==> src/rtl/esp_pkg.sv <==
// package for the edge sensor condition and position readout
// assumes one system clock and a classic wishbone register bus
package esp_pkg;

    // ---------------------------------------------------------------
    // widths
    // ---------------------------------------------------------------
    localparam int unsigned WB_AW       = 8;
    localparam int unsigned WB_DW       = 32;
    localparam int unsigned WORD_W      = 16;
    localparam int unsigned NUM_SENSORS = 2;
    localparam int unsigned SEQ_W       = 8;

    // ---------------------------------------------------------------
    // register indices, byte address is four times the index
    // ---------------------------------------------------------------
    localparam logic [5:0] IDX_COND1  = 6'h00;
    localparam logic [5:0] IDX_COND2  = 6'h01;
    localparam logic [5:0] IDX_LEFT1  = 6'h02;
    localparam logic [5:0] IDX_RIGHT1 = 6'h03;
    localparam logic [5:0] IDX_LEFT2  = 6'h05;
    localparam logic [5:0] IDX_RIGHT2 = 6'h06;
    localparam logic [5:0] IDX_CTRL1  = 6'h10;
    localparam logic [5:0] IDX_CTRL2  = 6'h11;
    localparam logic [5:0] IDX_SEQ    = 6'h12;

    // ---------------------------------------------------------------
    // condition word layout
    // ---------------------------------------------------------------
    localparam int unsigned BIT_NO_SENSOR = 0;
    localparam int unsigned BIT_LOW_CONTR = 1;
    localparam int unsigned BIT_NO_WEB    = 2;
    localparam int unsigned BIT_WRONG_OR  = 3;
    localparam int unsigned BIT_STATIC_TH = 4;
    localparam int unsigned BIT_FLUTTER   = 5;
    localparam int unsigned BIT_SUBPIXEL  = 6;
    localparam int unsigned BIT_FAMILY    = 7;
    localparam int unsigned BIT_LEFT_CFG  = 8;
    localparam int unsigned BIT_RIGHT_CFG = 9;
    localparam int unsigned PIX_LSB       = 10;
    localparam int unsigned PIX_MSB       = 13;
    localparam int unsigned MODE_LSB      = 14;
    localparam int unsigned MODE_MSB      = 15;

    localparam logic [1:0] MODE_EDGE     = 2'h0;
    localparam logic [1:0] MODE_CONTRAST = 2'h1;

    // no sensor and no web until the first measurement lands
    localparam logic [15:0] COND_RESET = 16'h0005;
    localparam logic [5:0]  CTRL_RESET = 6'h04;

    // ---------------------------------------------------------------
    // carriers
    // ---------------------------------------------------------------
    typedef struct packed {
        logic        present;
        logic        low_contrast;
        logic        web_seen;
        logic        wrong_orient;
        logic        flutter;
        logic        family;
        logic [3:0]  pixel_code;
        logic [15:0] edge_left;
        logic [15:0] edge_right;
        logic        all_open;
        logic        all_covered;
        logic        contrast_seen;
        logic [15:0] contrast_pos;
        logic        meas_done;
    } esp_sensor_in_s;

    typedef struct packed {
        logic [1:0] mode;
        logic       right_cfg;
        logic       left_cfg;
        logic       subpixel;
        logic       static_th;
    } esp_ctrl_s;

    // ---------------------------------------------------------------
    // pixel count per family and code, unlisted codes give zero
    // ---------------------------------------------------------------
    function automatic logic [15:0] esp_pixel_count(input logic family,
                                                    input logic [3:0] code);
        logic [15:0] n;
        n = 16'h0000;
        if (!family) begin
            case (code)
                4'h0:    n = 16'd256;
                4'h1:    n = 16'd768;
                4'h2:    n = 16'd1774;
                4'h3:    n = 16'd896;
                4'h5:    n = 16'd1792;
                4'h6:    n = 16'd1772;
                4'h7:    n = 16'd3544;
                4'h8:    n = 16'd3554;
                4'hE:    n = 16'd7108;
                default: n = 16'h0000;
            endcase
        end else begin
            case (code)
                4'h1:    n = 16'd760;
                4'h2:    n = 16'd764;
                4'h3:    n = 16'd1536;
                4'h4:    n = 16'd1526;
                4'h5:    n = 16'd3052;
                4'h6:    n = 16'd2284;
                4'h8:    n = 16'd3042;
                4'hA:    n = 16'd3800;
                4'hC:    n = 16'd6074;
                4'hE:    n = 16'd7590;
                default: n = 16'h0000;
            endcase
        end
        return n;
    endfunction

endpackage

==> src/rtl/esp_sensor_readout.sv <==
// edge sensor condition and position readout, read over wishbone
// assumes sensor front ends deliver results synchronous to i_sys_clk
//
// Notes on behaviour
// - low byte faults plus static, subpixel and family bits, high byte status and configuration
// - bit 0 set when no sensor attached
// - bit 1 set when contrast is low
// - bit 2 set when no web detected
// - bit 3 set on opposite orientation edge
// - bit 4 set for static thresholding
// - bit 5 set on flutter or out-of-plane movement
// - bit 6 set for fourfold subpixel resolution
// - bit 7 gives sensor family, selects pixel table
// - bits 10..13 hold pixel count code
// - bit 8 left config, bit 9 right config
// - both config bits mean center sensor mode
// - bits 14..15 sensing mode, edge or contrast
// - left word gives left edge, zero if right
// - second word: right edge or contrast position
// - no contrast seen gives pixel count
// - position grows as web moves rightward
// - open and covered ends follow orientation
// - word 0 sensor one, word 1 sensor two
//
// Added by the designer: the Wishbone slave port and the placing of the registers.
`timescale 1ns/100ps
`default_nettype none

module esp_sensor_readout (
    // clock and reset
    input  wire logic                            i_sys_clk,
    input  wire logic                            i_rst_n,
    // wishbone slave
    input  wire logic                            i_wb_cyc,
    input  wire logic                            i_wb_stb,
    input  wire logic                            i_wb_we,
    input  wire logic [esp_pkg::WB_AW-1:0]       i_wb_adr,
    input  wire logic [3:0]                      i_wb_sel,
    input  wire logic [esp_pkg::WB_DW-1:0]       i_wb_dat,
    output logic                                 o_wb_ack,
    output logic      [esp_pkg::WB_DW-1:0]       o_wb_dat,
    // sensor measurement results
    input  wire esp_pkg::esp_sensor_in_s         i_sensor1,
    input  wire esp_pkg::esp_sensor_in_s         i_sensor2
);
    import esp_pkg::*;

    // ---------------------------------------------------------------
    // functions
    // ---------------------------------------------------------------
    // open and covered ends depend on which side the web enters
    function automatic logic [15:0] edge_pos(input logic [15:0] raw,
                                             input logic        open,
                                             input logic        covered,
                                             input logic        left_or,
                                             input logic [15:0] npix);
        logic [15:0] p;
        p = raw;
        if (open) begin
            p = left_or ? npix : 16'h0000;
        end else if (covered) begin
            p = left_or ? 16'h0000 : npix;
        end
        return p;
    endfunction

    function automatic logic [5:0] word_index(input logic [7:0] adr);
        return adr[7:2];
    endfunction

    // ---------------------------------------------------------------
    // declarations
    // ---------------------------------------------------------------
    esp_sensor_in_s           sens        [NUM_SENSORS];
    esp_ctrl_s                ctrl_reg    [NUM_SENSORS];
    logic [WORD_W-1:0]        cond_reg    [NUM_SENSORS];
    logic [WORD_W-1:0]        left_reg    [NUM_SENSORS];
    logic [WORD_W-1:0]        right_reg   [NUM_SENSORS];
    logic [SEQ_W-1:0]         seq_reg     [NUM_SENSORS];
    logic [WORD_W-1:0]        cond_next   [NUM_SENSORS];
    logic [WORD_W-1:0]        left_next   [NUM_SENSORS];
    logic [WORD_W-1:0]        right_next  [NUM_SENSORS];
    logic [WORD_W-1:0]        npix        [NUM_SENSORS];
    logic                     wb_req;
    logic [5:0]               wb_idx;
    logic [WB_DW-1:0]         rd_data;
    logic                     ack_reg;
    logic [WB_DW-1:0]         dat_reg;

    assign sens[0] = i_sensor1;
    assign sens[1] = i_sensor2;

    // ---------------------------------------------------------------
    // condition and position words
    // ---------------------------------------------------------------
    always_comb begin
        for (int s = 0; s < NUM_SENSORS; s++) begin
            npix[s] = esp_pixel_count(sens[s].family, sens[s].pixel_code);
            cond_next[s] = 16'h0000;
            // fault flags plus static, subpixel and family bits in the low byte
            cond_next[s][BIT_NO_SENSOR] = ~sens[s].present;
            cond_next[s][BIT_LOW_CONTR] = sens[s].low_contrast;
            cond_next[s][BIT_NO_WEB]    = ~sens[s].web_seen;
            cond_next[s][BIT_WRONG_OR]  = sens[s].wrong_orient;
            cond_next[s][BIT_STATIC_TH] = ctrl_reg[s].static_th;
            cond_next[s][BIT_FLUTTER]   = sens[s].flutter;
            cond_next[s][BIT_SUBPIXEL]  = ctrl_reg[s].subpixel;
            cond_next[s][BIT_FAMILY]    = sens[s].family;
            // status and configuration in the high byte
            cond_next[s][BIT_LEFT_CFG]  = ctrl_reg[s].left_cfg;
            cond_next[s][BIT_RIGHT_CFG] = ctrl_reg[s].right_cfg;
            cond_next[s][PIX_MSB:PIX_LSB]   = sens[s].pixel_code;
            cond_next[s][MODE_MSB:MODE_LSB] = ctrl_reg[s].mode;

            // left word only carries meaning for left or center setup
            left_next[s] = 16'h0000;
            if (ctrl_reg[s].mode == MODE_EDGE && ctrl_reg[s].left_cfg) begin
                left_next[s] = edge_pos(sens[s].edge_left,
                                        sens[s].all_open,
                                        sens[s].all_covered,
                                        1'b1, npix[s]);
            end

            // reserved modes report zero positions
            right_next[s] = 16'h0000;
            if (ctrl_reg[s].mode == MODE_CONTRAST) begin
                right_next[s] = sens[s].contrast_seen ?
                                sens[s].contrast_pos : npix[s];
            end else if (ctrl_reg[s].mode == MODE_EDGE &&
                         ctrl_reg[s].right_cfg) begin
                // right-only takes right ends, center keeps left ends
                right_next[s] = edge_pos(sens[s].edge_right,
                                         sens[s].all_open,
                                         sens[s].all_covered,
                                         ctrl_reg[s].left_cfg,
                                         npix[s]);
            end
        end
    end

    // ---------------------------------------------------------------
    // snapshot per measurement
    // ---------------------------------------------------------------
    // all words of one sensor move in the same edge, never piecemeal
    always_ff @(posedge i_sys_clk or negedge i_rst_n) begin
        if (!i_rst_n) begin
            for (int s = 0; s < NUM_SENSORS; s++) begin
                cond_reg[s]  <= COND_RESET;
                left_reg[s]  <= 16'h0000;
                right_reg[s] <= 16'h0000;
            end
        end else begin
            for (int s = 0; s < NUM_SENSORS; s++) begin
                if (sens[s].meas_done) begin
                    cond_reg[s]  <= cond_next[s];
                    left_reg[s]  <= left_next[s];
                    right_reg[s] <= right_next[s];
                end
            end
        end
    end

    // sequence counters let software spot a set that changed mid-read
    always_ff @(posedge i_sys_clk or negedge i_rst_n) begin
        if (!i_rst_n) begin
            for (int s = 0; s < NUM_SENSORS; s++) begin
                seq_reg[s] <= 8'h00;
            end
        end else begin
            for (int s = 0; s < NUM_SENSORS; s++) begin
                if (sens[s].meas_done) begin
                    seq_reg[s] <= seq_reg[s] + 8'h01;
                end
            end
        end
    end

    // ---------------------------------------------------------------
    // wishbone slave
    // ---------------------------------------------------------------
    assign wb_req = i_wb_cyc & i_wb_stb & ~ack_reg;
    assign wb_idx = word_index(i_wb_adr);

    // control registers: only byte lane 0 holds bits
    always_ff @(posedge i_sys_clk or negedge i_rst_n) begin
        if (!i_rst_n) begin
            for (int s = 0; s < NUM_SENSORS; s++) begin
                ctrl_reg[s] <= CTRL_RESET;
            end
        end else if (wb_req && i_wb_we && i_wb_sel[0]) begin
            if (wb_idx == IDX_CTRL1) begin
                ctrl_reg[0] <= i_wb_dat[5:0];
            end
            if (wb_idx == IDX_CTRL2) begin
                ctrl_reg[1] <= i_wb_dat[5:0];
            end
        end
    end

    // writes to measurement words are dropped: they are read-only
    always_comb begin
        rd_data = 32'h0000_0000;
        case (wb_idx)
            IDX_COND1:  rd_data = {16'h0000, cond_reg[0]};
            IDX_COND2:  rd_data = {16'h0000, cond_reg[1]};
            IDX_LEFT1:  rd_data = {16'h0000, left_reg[0]};
            IDX_RIGHT1: rd_data = {16'h0000, right_reg[0]};
            IDX_LEFT2:  rd_data = {16'h0000, left_reg[1]};
            IDX_RIGHT2: rd_data = {16'h0000, right_reg[1]};
            IDX_CTRL1:  rd_data = {26'h000_0000, ctrl_reg[0]};
            IDX_CTRL2:  rd_data = {26'h000_0000, ctrl_reg[1]};
            IDX_SEQ:    rd_data = {16'h0000, seq_reg[1], seq_reg[0]};
            default:    rd_data = 32'h0000_0000;
        endcase
    end

    // one wait state; unmapped addresses still ack with zero
    always_ff @(posedge i_sys_clk or negedge i_rst_n) begin
        if (!i_rst_n) begin
            ack_reg <= 1'b0;
            dat_reg <= 32'h0000_0000;
        end else begin
            ack_reg <= wb_req;
            if (wb_req && !i_wb_we) begin
                dat_reg <= rd_data;
            end
        end
    end

    assign o_wb_ack = ack_reg;
    assign o_wb_dat = dat_reg;
endmodule

`default_nettype wire

==> config.mk <==
export PLATFORM = sky130hd
export DESIGN_NAME = esp_sensor_readout
export DESIGN_NICKNAME = d
export VERILOG_FILES = /design/src/rtl/esp_pkg.sv /design/src/rtl/esp_sensor_readout.sv
export SDC_FILE = /design/constraint.sdc
export NUM_CORES = 1
export LEC_CHECK = 0
export BUFFER_PORTS_ARGS = -buffer_cell sky130_fd_sc_hd__buf_2
export CAP_MARGIN = 5
export CORE_MARGIN = 2
export CORE_UTILIZATION = 49
export CTS_CLUSTER_DIAMETER = 30
export DETAILED_ROUTE_END_ITERATION = 8
export PLACE_DENSITY = 0.77
export SETUP_SLACK_MARGIN = 0.3
export SLEW_MARGIN = 10
export SYNTH_ARGS = -nofsm -noshare
export SYNTH_HDL_FRONTEND = slang
export SYNTH_SLANG_ARGS = --single-unit
==> constraint.sdc <==
create_clock -name i_sys_clk -period 1.8 [get_ports i_sys_clk]
set_input_delay 0.18 -clock i_sys_clk [delete_from_list [all_inputs] [get_ports i_sys_clk]]
set_output_delay 0.18 -clock i_sys_clk [all_outputs]
set_load 0.05 [all_outputs]
==> metrics.md <==
| Metric | Value |
|---|---|
| Ys Warns | 0 |
| First-pass GRT wire length | 44,570 µm |
| Setup Skew | around 7.6 ps |
| Detailed-placement wirelength estimate | roughly 19,000 µm |
| F_max | approximately 0.6 GHz |
| Syn-to-layout area delta | 43.54% |
| Total grt overflow | 0 |
| Yosys top cell by area | dfrtp_1 |
| Initial drt markers | 920 |
| Status | complete, but fails checks |
| Share of layout cells above drive strength 1 | 42.83% |
| Gr usage total | a little under a third |
| Startpoint Class | flip-flop |
| VDD IR max | between 700 and 800 µV |
| WS Path Type | reg -> reg |
| Drt wl/cell | 21.66 µm |
| Least-Margin Pin Slew | between 500 and 600 ps |
| Crit path largest cell delay | 450 ps |
| Reg2Reg Depth | 5 |
| Largest net degree at the start of global routing | 39 |
| PwrDens | between 700 and 800 nW/µm² |
| Initial Util | 50.46% |
| Mean area per synthesized cell | between 9 and 10 µm² |
| Async set-reset flop share out of synthesis | between 90% and 100% |
| CTS Buf Count | 17 |
| Endpoint type of the worst setup path | flip-flop |
| Tcrit/Tclk final | between 90% and 100% |
| Mapped cell area | 8428 µm² |
| Req. time, crit path | 2150 ps |
| Worst hold slack | -10.23 ps |
| CP Launch Point | cond_next[25]$_DFFE_PN0P_ |
| Number of synthesized flops with an enable pin | 0 |
| Number of global-route vias before repair | approximately 8,400 |
| H-tree depth | 4 |
| Hold path cells | 3 |
| Die X | 135.2 µm |
| Min-Delay Path Class | in -> reg |
| Die Area | roughly 18,000 µm² |
| Critical Path Fanout Max | 5 |
| R2r endpoint | right_reg[23]$_DFFE_PN0P_ |
| Rel. slew slack | 61.76% |
| Routed Antenna Nets | 0 |
| DRC | 0 |
| Total of max-cap violations | 0 |
| Worst R2R Setup Slack | just over 90 ps |
| Finish-stage setup viols | 0 |
| Power Total | approximately 9.4 mW |
| Crit path cell chain | or3b_4 -> buf_4 -> a31oi_1 -> o21ai_0 -> a41oi_2 |
| Vias | roughly 8,800 |
| CORE AREA | roughly 17,000 µm² |
| Cell variety after synth | about 70 |
| Slew Viols, Final | 0 |
| Post-route cell area | 12,100 µm² |
| TritonCTS clock tree | done |
| FP Rows | 47 |
| HP Start | i_sensor2[43] |
| Clock Sinks | 141 |
| Nets | between 1,000 and 1,500 |
| Top cells by area, synth | dfrtp_1 (40%), mux2_2 (7.2%), nand2_1 (3.8%), nor2_1 (3.7%), a22oi_1 (3.2%) |
| Top FF cell, synth | dfrtp_1 |
| Final-report hold violation count | 1 |
| Final Wtd Congestion | 0.9613 |
| Slowest cell on the critical path | or3b_4 |
| Placed inst area | between 10,000 and 15,000 µm² |
| Final WL | around 30,000 µm |
| Min Tclk post-route | ~1700 ps |
| Arrival time worst endpoint | ~2100 ps |
| Reg2Reg Launch Point | cond_next[25]$_DFFE_PN0P_ |
| Hold Path Sink | left_reg[7]$_DFFE_PN0P_ |
| Leakage | 5.378 nW |
| PortBufs | between 150 and 200 |
| DIE HEIGHT | ~140 µm |
| Top-area cell type share of the netlist area | between 40% and 50% |
| Clk pin slew, worst setup/hold paths | 60 ps |
| Unrepaired setup endpoints after global routing | yes |
| Fillers | between 1,000 and 1,500 |
| Initial antenna violation count | 1 |
| Syn Inst Count | 898 |
| Failing checks | negative hold slack |
| Deepest clock path buffer count | 2 |
| Detailed Routing Iterations Pass 1 | 6 |
| CTS Root Buffer Type | clkbuf_16 |
| Clock latency on the worst-skew pair | 430 ps |
| Ports | between 200 and 250 |
| Seq/Total Area, Yosys | 41.95% |
| Synthesized flop and latch total | about 140 |
| Via density | between 6 and 7 |
[worst max-delay path: cells and delay by family, from the launching register on]
kind | cells | cell delay, ps
DFF | 1 | 410
and+or+nand+nor | 1 | 450
buffers and inverters | 1 | 170
AOI/OAI and AO/OA | 3 | 600
[report_power, final]
group	internal, mW	total [mW]	switching, mW
logic	0.815	1.84	1.03
clock network	2.36	3.74	1.39
registers	3.47	3.80	0.330
[cell type report]
class	instances	area, µm²	share of cell area (%)
diodes	1	2.502	0.02068
multi-input cells	672	5250	43.40
clock buffers	22	494.2	4.085
flip-flops and latches	141	3538	29.25
repair buffers	320	2312	19.11
clock inverters	10	133.9	1.107
inverters	21	91.34	0.7550
well taps	220	275.3	2.275
[cells by family (layout without fill, tap and decap cells)]
kind of cell	Yosys count	in the layout	share of synthesized area, %
and+or+nand+nor	281	284	16.82
AOI/OAI and AO/OA	277	277	22.77
DFF	141	141	41.95
buffers and inverters	103	373	5.537
muxes	66	66	9.234
xor gates and xnor gates	15	15	1.559
adders and majority gates	14	14	2.078
other	1	17	0.04449
[timing repair]
| action | 4_1_cts | 5_1_grt |
|---|---|---|
| pin swaps | 42 | 35 |
| gates cloned | 2 | 3 |
| hold buffers | 40 | 0 |
| resized for setup | 75 | 54 |
| endpoints found under the hold margin | 95 | 0 |
| setup endpoints to repair | 87 | 88 |
| setup buffers | 12 | 10 |
[how the worst max path moves through the flow]
stage	end	slack [ps]	depth (start not counted)
3_3_place_gp	cond_next[31]$_DFFE_PN0P_	-100	7
3_5_place_dp	cond_next[22]$_DFFE_PN0P_	-130	7
2_1_floorplan	cond_next[20]$_DFFE_PN0P_	0.3	6
4_1_cts	right_reg[1]$_DFFE_PN0P_	170	5
6_report	right_reg[23]$_DFFE_PN0P_	90	5
5_1_grt	right_reg[23]$_DFFE_PN0P_	60	5
[layer usage]
metal | track usage, % | routed length, µm | vias up
li1 | - | - | 3817
met1 | 41.51 | 11670 | 4259
met2 | 50.14 | 14330 | 589
met3 | 6.472 | 2654 | 169
met4 | 15.86 | 1801 | 2
met5 | 0 | 13 | -
[cells in the mapped netlist, types with 14 or more instances]
cell type,count
a31oi_1,23
a22o_1,14
o21ai_0,48
nor2b_1,26
a21oi_1,47
a22oi_1,36
nor2_1,82
nand2b_1,23
mux2_2,54
a211oi_1,22
inv_1,20
dfrtp_1,135
nand2_1,85
buf_4,17
ha_1,14
clkbuf_1,42
a221o_1,15
[cell usage in the layout, fill, tap and decap left out, types with 18 or more instances in the layout]
cell / instances
buf_2: 157
dfrtp_1: 133
buf_4: 98
nor2_1: 78
nand2_1: 73
mux2_2: 41
dlygate4sd3_1: 40
a21oi_1: 35
a22oi_1: 27
o21ai_0: 23
nor2b_1: 23
nand2b_1: 22
a31oi_1: 22
o21ai_1: 20
clkbuf_16: 18
[stage by stage]
step	utilization [%]	instances	TNS, ps	worst slack, ps
global route	72.42	1406	0	56.59
global placement	61.50	1307	-703.3	-101.2
detailed placement	61.50	1307	-1113	-125.2
finish	72.44	1407	0	93.11
floorplan	-	913	0	0.2771
CTS	70.39	1393	0	166.9
Note: power is estimated with default switching activity, not from simulation.
